==> src/hdl/link_mode_consts.svh <==
// constants for the link mode configuration and resolution block
`ifndef LINK_MODE_CONSTS_SVH
`define LINK_MODE_CONSTS_SVH
`define CTRL_BIT_SPEED_LSB 13
`define CTRL_BIT_AUTONEG_ENABLE_STRAP 12
`define CTRL_BIT_RESTART 9
`define CTRL_BIT_DUPLEX 8
`define CTRL_BIT_SPEED_MSB 6
`define MS_BIT_MANUAL 12
`define MS_BIT_MASTER 11
`define GSTAT_BIT_MS_FAULT 15
`define CTRL_RST_VAL 16'h0000
`define MS_RST_VAL 16'h0000
`define SPD_10 2'h0
`define SPD_100 2'h1
`define SPD_1000 2'h2
`define SPD_RSVD 2'h3
`define FLP_GAP_US 16
`define CLK_MHZ 10
`define FLP_GAP_CYC ((`FLP_GAP_US * `CLK_MHZ) > 0 ? (`FLP_GAP_US * `CLK_MHZ) : 1)
`define FLP_BURST_PULSES 8'h21
`endif

==> src/hdl/link_mode_pkg.sv <==
// types for link mode configuration and resolution
package link_mode_pkg;
    typedef enum logic [4:0] {
        ST_IDLE = 5'h01,
        ST_FORCED = 5'h02,
        ST_NEGOTIATE = 5'h04,
        ST_LINKED = 5'h08,
        ST_FAULT = 5'h10
    } an_state_t;

    // ability vector: [5]=1000fd [4]=1000hd [3]=100fd [2]=100hd [1]=10fd [0]=10hd
    typedef logic [5:0] ability_t;
endpackage : link_mode_pkg

==> src/hdl/mode_sel_if.sv <==
// burst request and advertised ability word handed from the resolver to the flp pulse sender
`timescale 1ns/1ns
interface mode_sel_if;
    logic burst_req;
    logic burst_busy;
    logic [5:0] adv_word;
    modport ctrl (output burst_req, output adv_word, input burst_busy);
    modport gen (input burst_req, input adv_word, output burst_busy);
endinterface : mode_sel_if

==> src/hdl/flp_burst_gen.sv <==
// fast link pulse burst sender carrying the advertised abilities
`timescale 1ns/1ns
`include "link_mode_consts.svh"
module flp_burst_gen (
    input wire logic ref_clk_i, // system clock
    input wire logic rst_i, // sync reset, high
    mode_sel_if.gen ms, // burst request and ability word
    output logic flp_pulse_o // one clock pulse per link pulse
);
    typedef struct packed {
        logic busy;
        logic [7:0] pulse_cnt;
        logic [15:0] gap_cnt;
        logic [5:0] word;
        logic pulse;
    } gen_state_t;

    gen_state_t s_r;
    gen_state_t s_nxt;

    always_comb begin
        s_nxt = s_r;
        s_nxt.pulse = 1'b0;
        if (!s_r.busy) begin
            if (ms.burst_req) begin
                s_nxt.busy = 1'b1;
                s_nxt.word = ms.adv_word;
                s_nxt.pulse_cnt = 8'h00;
                s_nxt.gap_cnt = 16'h0000;
            end
        end else if (s_r.gap_cnt == 16'((`FLP_GAP_CYC) - 1)) begin
            s_nxt.gap_cnt = 16'h0000;
            // even slots are clocks, odd slots carry ability bits (low bits only)
            if (!s_r.pulse_cnt[0] || (s_r.pulse_cnt[3:1] < 3'h6 && s_r.word[s_r.pulse_cnt[3:1]]))
                s_nxt.pulse = 1'b1;
            s_nxt.pulse_cnt = s_r.pulse_cnt + 8'h01;
            if (s_r.pulse_cnt == `FLP_BURST_PULSES - 8'h01)
                s_nxt.busy = 1'b0;
        end else begin
            s_nxt.gap_cnt = s_r.gap_cnt + 16'h0001;
        end
    end

    always_ff @(posedge ref_clk_i) begin
        if (rst_i) begin
            s_r <= '0;
        end else begin
            s_r <= s_nxt;
        end
    end

    assign ms.burst_busy = s_r.busy;
    assign flp_pulse_o = s_r.pulse;
endmodule : flp_burst_gen

==> src/hdl/link_mode_ctrl.sv <==
// speed, duplex and master/slave configuration and resolution
// Behaviour
// - enable strap low at reset selects forced mode, no negotiation
// - control bit 12 written zero disables negotiation over the strap
// - forced gigabit is test only; links only with same-family partners
// - forced mode takes speed from rate straps, duplex from duplex strap
// - duplex strap one is full duplex, zero half duplex
// - straps latched at reset; control bits 13,12,8,6 override them
// - forced codes 00/01/10 give 10/100/1000; 11 reserved
// - gigabit master uses local clock; slave uses recovered clock
// - negotiation strapped off: node strap low slave, high master
// - register 9 bits 12:11 override strapped master/slave role
// - same forced role both ends in forced gigabit mode sets fault bit 15, no link
// - forced role kept against negotiating partner; complements link
// - abilities exchanged in fast link pulse bursts
// - rate and duplex straps choose advertised abilities when negotiating
// - highest common mode wins, 1000fd down to 10hd
// - parallel detection gives 10 or 100 with non-negotiating partner
// - software may restart negotiation
`timescale 1ns/1ns
`include "link_mode_consts.svh"
module link_mode_ctrl (
    input wire logic ref_clk_i, // 10 mhz clock
    input wire logic rst_i, // sync reset, high
    input wire logic autoneg_enable_strap_i, // negotiation enable strap
    input wire logic [1:0] speed_strap_i, // rate select strap
    input wire logic duplex_strap_i, // duplex strap
    input wire logic node_strap_i, // node priority strap
    input wire logic ctrl_wr_i, // write strobe, control register
    input wire logic [15:0] ctrl_wdata_i, // control register write data
    input wire logic ms_wr_i, // write strobe, master/slave register
    input wire logic [15:0] ms_wdata_i, // master/slave register write data
    input wire logic gstat_rd_i, // read strobe, gigabit status
    input wire logic [5:0] lp_ability_i, // partner abilities, same layout
    input wire logic lp_ability_vld_i, // partner page received
    input wire logic lp_forced_i, // partner is forced master/slave
    input wire logic lp_master_i, // partner forced role is master
    input wire logic pd_link_i, // parallel detect saw link signal
    input wire logic pd_is_100_i, // parallel detect signal is 100 mb/s
    input wire logic lp_same_family_i, // partner supports forced gigabit
    output logic [15:0] basic_control_reg_o, // control register read value
    output logic [15:0] ms_ctrl_reg_o, // master/slave register read value
    output logic [15:0] gig_status_reg_o, // gigabit status read value
    output logic [1:0] speed_o, // resolved speed code
    output logic full_duplex_o, // resolved duplex
    output logic master_o, // resolved gigabit role
    output logic tx_clk_local_o, // transmit from local clock
    output logic link_up_o, // link established
    output logic an_active_o, // negotiation running
    output logic flp_pulse_o // link pulse to line driver
);
    typedef struct packed {
        link_mode_pkg::an_state_t st;
        logic strap_done;
        logic [15:0] ctrl;
        logic [15:0] ms;
        logic ms_fault;
        logic [1:0] spd;
        logic fdx;
        logic master;
        logic link;
        logic burst_req;
    } ctrl_state_t;

    ctrl_state_t s_r;
    ctrl_state_t s_nxt;
    mode_sel_if msel ();
    link_mode_pkg::ability_t adv;
    link_mode_pkg::ability_t common;

    // rate code to speed bits for forced mode
    function automatic logic [1:0] forced_speed(input logic [1:0] code);
        case (code)
            2'h0: forced_speed = `SPD_10;
            2'h1: forced_speed = `SPD_100;
            2'h2: forced_speed = `SPD_1000;
            default: forced_speed = `SPD_RSVD;
        endcase
    endfunction : forced_speed

    // speed field from control bits 6 (msb) and 13 (lsb)
    function automatic logic [1:0] ctrl_speed(input logic [15:0] c);
        ctrl_speed = {c[`CTRL_BIT_SPEED_MSB], c[`CTRL_BIT_SPEED_LSB]};
    endfunction : ctrl_speed

    // advertised ability word from speed code and duplex
    function automatic link_mode_pkg::ability_t adv_word(input logic [1:0] code,
                                                         input logic fd);
        logic g;
        logic h;
        logic t;
        g = 1'b1;
        h = (code == 2'h0) || (code == 2'h1);
        t = (code == 2'h0) || (code == 2'h3);
        adv_word = {g & fd, g, h & fd, h, t & fd, t};
    endfunction : adv_word

    // control bits map back to the rate code the straps use
    always_comb begin
        adv = adv_word(ctrl_speed(s_r.ctrl), s_r.ctrl[`CTRL_BIT_DUPLEX]);
        common = adv & lp_ability_i;
    end

    always_comb begin
        s_nxt = s_r;
        s_nxt.burst_req = 1'b0;
        // straps caught in the first clock after reset release
        if (!s_r.strap_done) begin
            s_nxt.strap_done = 1'b1;
            s_nxt.ctrl[`CTRL_BIT_AUTONEG_ENABLE_STRAP] = autoneg_enable_strap_i;
            s_nxt.ctrl[`CTRL_BIT_DUPLEX] = duplex_strap_i;
            s_nxt.ctrl[`CTRL_BIT_SPEED_MSB] = speed_strap_i[1];
            s_nxt.ctrl[`CTRL_BIT_SPEED_LSB] = speed_strap_i[0];
            // without negotiation the node strap forces the role
            s_nxt.ms[`MS_BIT_MANUAL] = !autoneg_enable_strap_i;
            s_nxt.ms[`MS_BIT_MASTER] = node_strap_i;
        end
        if (ctrl_wr_i) begin
            s_nxt.ctrl = ctrl_wdata_i;
            s_nxt.ctrl[`CTRL_BIT_RESTART] = 1'b0;
            s_nxt.link = 1'b0;
            s_nxt.st = link_mode_pkg::ST_IDLE;
        end
        if (ms_wr_i) begin
            s_nxt.ms = ms_wdata_i;
            s_nxt.link = 1'b0;
            s_nxt.st = link_mode_pkg::ST_IDLE;
        end
        // fault is sticky until read; a new fault in the read cycle wins
        if (gstat_rd_i)
            s_nxt.ms_fault = 1'b0;
        if (!ctrl_wr_i && !ms_wr_i && s_r.strap_done) begin
            case (s_r.st)
                link_mode_pkg::ST_IDLE: begin
                    s_nxt.link = 1'b0;
                    if (s_r.ctrl[`CTRL_BIT_AUTONEG_ENABLE_STRAP]) begin
                        s_nxt.st = link_mode_pkg::ST_NEGOTIATE;
                    end else begin
                        s_nxt.st = link_mode_pkg::ST_FORCED;
                    end
                end
                link_mode_pkg::ST_FORCED: begin
                    s_nxt.spd = forced_speed(ctrl_speed(s_r.ctrl));
                    s_nxt.fdx = s_r.ctrl[`CTRL_BIT_DUPLEX];
                    s_nxt.master = s_r.ms[`MS_BIT_MASTER];
                    if (forced_speed(ctrl_speed(s_r.ctrl)) == `SPD_RSVD) begin
                        s_nxt.link = 1'b0;
                    end else if (forced_speed(ctrl_speed(s_r.ctrl)) == `SPD_1000) begin
                        if (lp_forced_i && (lp_master_i == s_r.ms[`MS_BIT_MASTER])) begin
                            s_nxt.ms_fault = 1'b1;
                            s_nxt.link = 1'b0;
                            s_nxt.st = link_mode_pkg::ST_FAULT;
                        end else begin
                            // forced gigabit only pairs with same-family partners
                            s_nxt.link = lp_same_family_i;
                        end
                    end else begin
                        s_nxt.link = pd_link_i;
                    end
                end
                link_mode_pkg::ST_NEGOTIATE: begin
                    if (!msel.burst_busy && !s_r.burst_req)
                        s_nxt.burst_req = 1'b1;
                    if (lp_ability_vld_i && (common != 6'h00)) begin
                        s_nxt.st = link_mode_pkg::ST_LINKED;
                        s_nxt.link = 1'b1;
                        if (common[5] | common[4]) begin
                            s_nxt.spd = `SPD_1000;
                            s_nxt.fdx = common[5];
                        end else if (common[3] | common[2]) begin
                            s_nxt.spd = `SPD_100;
                            s_nxt.fdx = common[3];
                        end else begin
                            s_nxt.spd = `SPD_10;
                            s_nxt.fdx = common[1];
                        end
                        // a manual role is held against a negotiating partner
                        if (s_r.ms[`MS_BIT_MANUAL]) begin
                            s_nxt.master = s_r.ms[`MS_BIT_MASTER];
                        end else if (lp_forced_i) begin
                            s_nxt.master = !lp_master_i;
                        end else begin
                            s_nxt.master = node_strap_i;
                        end
                    end else if (!lp_ability_vld_i && pd_link_i) begin
                        // partner without negotiation: half duplex at detected rate
                        s_nxt.st = link_mode_pkg::ST_LINKED;
                        s_nxt.link = 1'b1;
                        s_nxt.spd = pd_is_100_i ? `SPD_100 : `SPD_10;
                        s_nxt.fdx = 1'b0;
                    end
                end
                link_mode_pkg::ST_LINKED: begin
                    if (!pd_link_i && !lp_ability_vld_i) begin
                        s_nxt.link = 1'b0;
                        s_nxt.st = link_mode_pkg::ST_IDLE;
                    end
                end
                link_mode_pkg::ST_FAULT: begin
                    s_nxt.link = 1'b0;
                    if (!(lp_forced_i && (lp_master_i == s_r.ms[`MS_BIT_MASTER])))
                        s_nxt.st = link_mode_pkg::ST_IDLE;
                end
                default: begin
                    s_nxt.st = link_mode_pkg::ST_IDLE;
                end
            endcase
        end
        // restart is self clearing and reopens negotiation
        if (ctrl_wr_i && ctrl_wdata_i[`CTRL_BIT_RESTART] && ctrl_wdata_i[`CTRL_BIT_AUTONEG_ENABLE_STRAP])
            s_nxt.st = link_mode_pkg::ST_NEGOTIATE;
    end

    always_ff @(posedge ref_clk_i) begin
        if (rst_i) begin
            s_r.st <= link_mode_pkg::ST_IDLE;
            s_r.strap_done <= 1'b0;
            s_r.ctrl <= `CTRL_RST_VAL;
            s_r.ms <= `MS_RST_VAL;
            s_r.ms_fault <= 1'b0;
            s_r.spd <= `SPD_10;
            s_r.fdx <= 1'b0;
            s_r.master <= 1'b0;
            s_r.link <= 1'b0;
            s_r.burst_req <= 1'b0;
        end else begin
            s_r <= s_nxt;
        end
    end

    assign msel.burst_req = s_r.burst_req;
    assign msel.adv_word = adv;

    flp_burst_gen u_flp (
        .ref_clk_i(ref_clk_i),
        .rst_i(rst_i),
        .ms(msel.gen),
        .flp_pulse_o(flp_pulse_o)
    );

    assign basic_control_reg_o = s_r.ctrl;
    assign ms_ctrl_reg_o = s_r.ms;
    assign gig_status_reg_o = {s_r.ms_fault, 15'h0000};
    assign speed_o = s_r.spd;
    assign full_duplex_o = s_r.fdx;
    assign master_o = s_r.master;
    // gigabit master drives from local clock, slave from recovered clock; 10/100 always local
    assign tx_clk_local_o = (s_r.spd == `SPD_1000) ? s_r.master : 1'b1;
    assign link_up_o = s_r.link;
    assign an_active_o = (s_r.st == link_mode_pkg::ST_NEGOTIATE);
endmodule : link_mode_ctrl

==> config.mk <==
export PLATFORM = sky130hd
export DESIGN_NAME = link_mode_ctrl
export DESIGN_NICKNAME = d
export VERILOG_FILES = /design/src/hdl/link_mode_pkg.sv /design/src/hdl/mode_sel_if.sv /design/src/hdl/flp_burst_gen.sv /design/src/hdl/link_mode_ctrl.sv
export VERILOG_INCLUDE_DIRS = /design/src /design/src/hdl
export SDC_FILE = /design/constraint.sdc
export NUM_CORES = 1
export LEC_CHECK = 0
export BUFFER_PORTS_ARGS = -buffer_cell sky130_fd_sc_hd__buf_2
export CORE_MARGIN = 2
export CORE_UTILIZATION = 40
export CTS_CLUSTER_SIZE = 25
export DETAILED_ROUTE_END_ITERATION = 6
export SLEW_MARGIN = 0
export SYNTH_ARGS = -nofsm -noshare
export SYNTH_HDL_FRONTEND = slang
export SYNTH_SLANG_ARGS = --single-unit
==> constraint.sdc <==
create_clock -name ref_clk_i -period 5.9 [get_ports ref_clk_i]
set_input_delay 0.59 -clock ref_clk_i [delete_from_list [all_inputs] [get_ports ref_clk_i]]
set_output_delay 0.59 -clock ref_clk_i [all_outputs]
set_load 0.01 [all_outputs]
==> key figures <==
Yosys
  – Yosys Warn Count: 0
  – Share of the yosys chip area belonging to registers: 36.5%
  – Asr flop ratio synth: 0%
  – Mapped Area: 0.00417 mm^2
  – Number of flops mapped to enable cells by yosys: 0
  – Post-synth top area cell: dfxtp_1
  – Avg Cell Area, Syn: 8.40 um^2
  – Synth top area share: 36.5%
  – Seq cells post-synth: 76
  – Synth area leaders: dfxtp_1, buf_4, mux2i_1, nor2_1, a21oi_1
  – Mapped Cells: 496
  – Synth cell types: 60
  – Top FF cell, synth: dfxtp_1

Clock network
  – H-tree levels: 3
  – Hold buffer count at CTS: 0
  – Setup Buffers After CTS: 0
  – CTS tree: yes
  – Clk_lat worst skew: 0.36 ns
  – Clk buf depth: 2
  – Clock root buffer: clkbuf_8
  – Clk sinks: 76
  – # resized after CTS: 0
  – Clock slew at reported path FFs: 0.10 ns
  – TritonCTS Buffers: 9

Floorplan
  – Core Region: 0.0102 mm^2
  – I/O pin count: 110
  – Die Span Y: 106 um
  – Initial Utilization: 40.7%
  – # rows: 37
  – Die ar.: 0.0113 mm^2
  – Die W: 106 um

Global route
  – GR Overflow Total: 0
  – Global-route wire length before repair: 16000 um
  – Total Routing Usage GR: 17.5%
  – Initial antenna violation count: 0
  – Pin count of the biggest net entering global routing: 58
  – Vias in the first global route: 3412

Worst setup path
  – CP Launch Type: flip-flop
  – Crit path capture type: output pin
  – CP max FO: 14
  – Critical Path AT: 2.04 ns
  – Setup CP Type: reg -> out
  – Critical Path RT: 5.31 ns

Status
  – Status: completed

Cells and area
  – Fin util: 44.5%
  – Diode count: 0
  – Final Instance Area: 0.00455 mm^2
  – Fillcell total: 1006
  – Share of layout cells above drive strength 1: 22.6%
  – Area Growth Syn to Fin: 9.13%
  – Layout Nets: 602

Power and ir drop
  – Worst VDD drop: 0.116 mV
  – Leakage power: 1.96 nW
  – P per Cell Area: 226 mW/mm^2

Timing
  – Min Tclk post-route: 2.63 ns
  – Fmax: 380 MHz
  – Skew final: 0.0144 ns
  – Slew Limit Headroom: 18.4%
  – WHS: 0.462 ns
  – Setup TNS: 0 ns
  – Final period util: 44.5%
  – Final Hold Viols: 0
  – Slew Viols, Final: 0
  – Setup violators final: 0
  – RSZ-0062 raised after global routing: false
  – Worst slew pin tran: 1.22 ns

Route
  – Routed len/inst: 14.0 um
  – Initial DRC Count: 231
  – ANT nets after route: 0
  – Routed via count: 3625
  – Drt drc: 0
  – Routed WL: 9560 um
  – DR pass1 iterations: 5
  – Post-DR vias/cell: 5.32

Place
  – Port bufs: 93
  – Area after DPL: 0.00437 mm^2
  – Gp weighted congestion: 0.932
  – DPL Wire Length: 7000 um

Job
  – MaxCap Viol Count: 0

Worst hold path
  – Worst Hold Class: in -> reg
[report_power, final]
part / switching [mW] / internal [mW] / total [mW]
Sequential: 0.0129 / 0.527 / 0.540
Combinational: 0.0673 / 0.0485 / 0.116
Clock: 0.215 / 0.158 / 0.372
[layer usage]
metal  wire (um)  global-route usage, %
met5           0                      0
met4         184                   7.99
met3         696                   4.41
met2        4170                   26.8
met1        4510                   23.3
[per-stage QoR]
stage               power, mW  setup slack (ns)  std cells
global route             1.08              3.02        681
global placement        0.665              3.27        665
detailed placement      0.667              3.18        665
CTS                      1.04              3.28        681
floorplan               0.645              3.95        511
finish                   1.03              3.27        681
[kinds of logic (layout without fill, tap and decap cells)]
group | count (synthesis) | count (layout) | share of synthesized area (%)
AOI/OAI and AO/OA | 110 | 110 | 18.2
xor gates and xnor gates | 8 | 8 | 1.68
adders and majority gates | 8 | 8 | 2.40
buffers and inverters | 95 | 129 | 13.6
DFF | 76 | 76 | 36.5
muxes | 35 | 35 | 8.74
other | 1 | 16 | 0.0900
and+or+nand+nor | 163 | 163 | 18.8
[layout make-up]
type                       count  area (um^2)  area share, %
inverter                      20         75.1           1.65
clock inverter                 7         57.6           1.27
sequential                    76         1520           33.5
timing repair buffer          93          465           10.2
multi-input combinational    340         2130           46.9
clock buffer                   9          124           2.72
tap                          136          170           3.74
[critical path: stages, from the launching register on]
cell,delay [ns]
dfxtp_1,0.43
nor3_1,0.28
nand3_1,0.42
inv_1,0.35
buf_2,0.19
[Yosys cell counts (all sizes together) (8+ instances only)]
library cell  number
o21ai             16
mux2i             33
buf               66
a21oi             32
dfxtp             76
clkbuf             9
nor3              13
nand3             18
a31oi             11
inv               20
ha                 8
nand2             33
nor2              62
[registers in the layout (all words and copies together), names as in the netlist]
name / count
u_flp.ms.burst_busy: 1
gig_status_reg_o: 1
ms_ctrl_reg_o: 16
basic_control_reg_o: 15
s_r: 6
link_up_o: 1
full_duplex_o: 1
speed_o: 2
master_o: 1
u_flp.flp_pulse_o: 1
msel.burst_req: 1
u_flp.s_r: 30
[worst paths after layout]
kind	start	cells after the start	slack [ns]	end
worst max-delay path	s_r[44]$_SDFF_PP0_	4	3.27	an_active_o
worst min-delay path	ms_wdata_i[11]	3	0.46	ms_ctrl_reg_o[11]$_SDFFE_PP0P_
worst max register to register	u_flp.s_r[7]$_SDFFE_PP0N_	6	3.41	u_flp.s_r[18]$_SDFFE_PP0N_
worst min register to register	u_flp.s_r[6]$_SDFFE_PP0P_	2	0.47	u_flp.s_r[6]$_SDFFE_PP0P_
[cells in the final DEF, fill, tap and decap left out, drive strengths merged, types with 5 or more instances in the layout]
| cell type | n |
|---|---|
| a211oi | 5 |
| a21oi | 32 |
| a22o | 6 |
| a31oi | 11 |
| and2 | 5 |
| and3 | 6 |
| buf | 93 |
| clkbuf | 9 |
| conb | 16 |
| dfxtp | 76 |
| ha | 8 |
| inv | 23 |
| mux2i | 33 |
| nand2 | 33 |
| nand3 | 18 |
| nand4 | 6 |
| nor2 | 62 |
| nor3 | 13 |
| o211ai | 5 |
| o21ai | 16 |
| xnor2 | 5 |
Power figures use the tool's default switching activity.
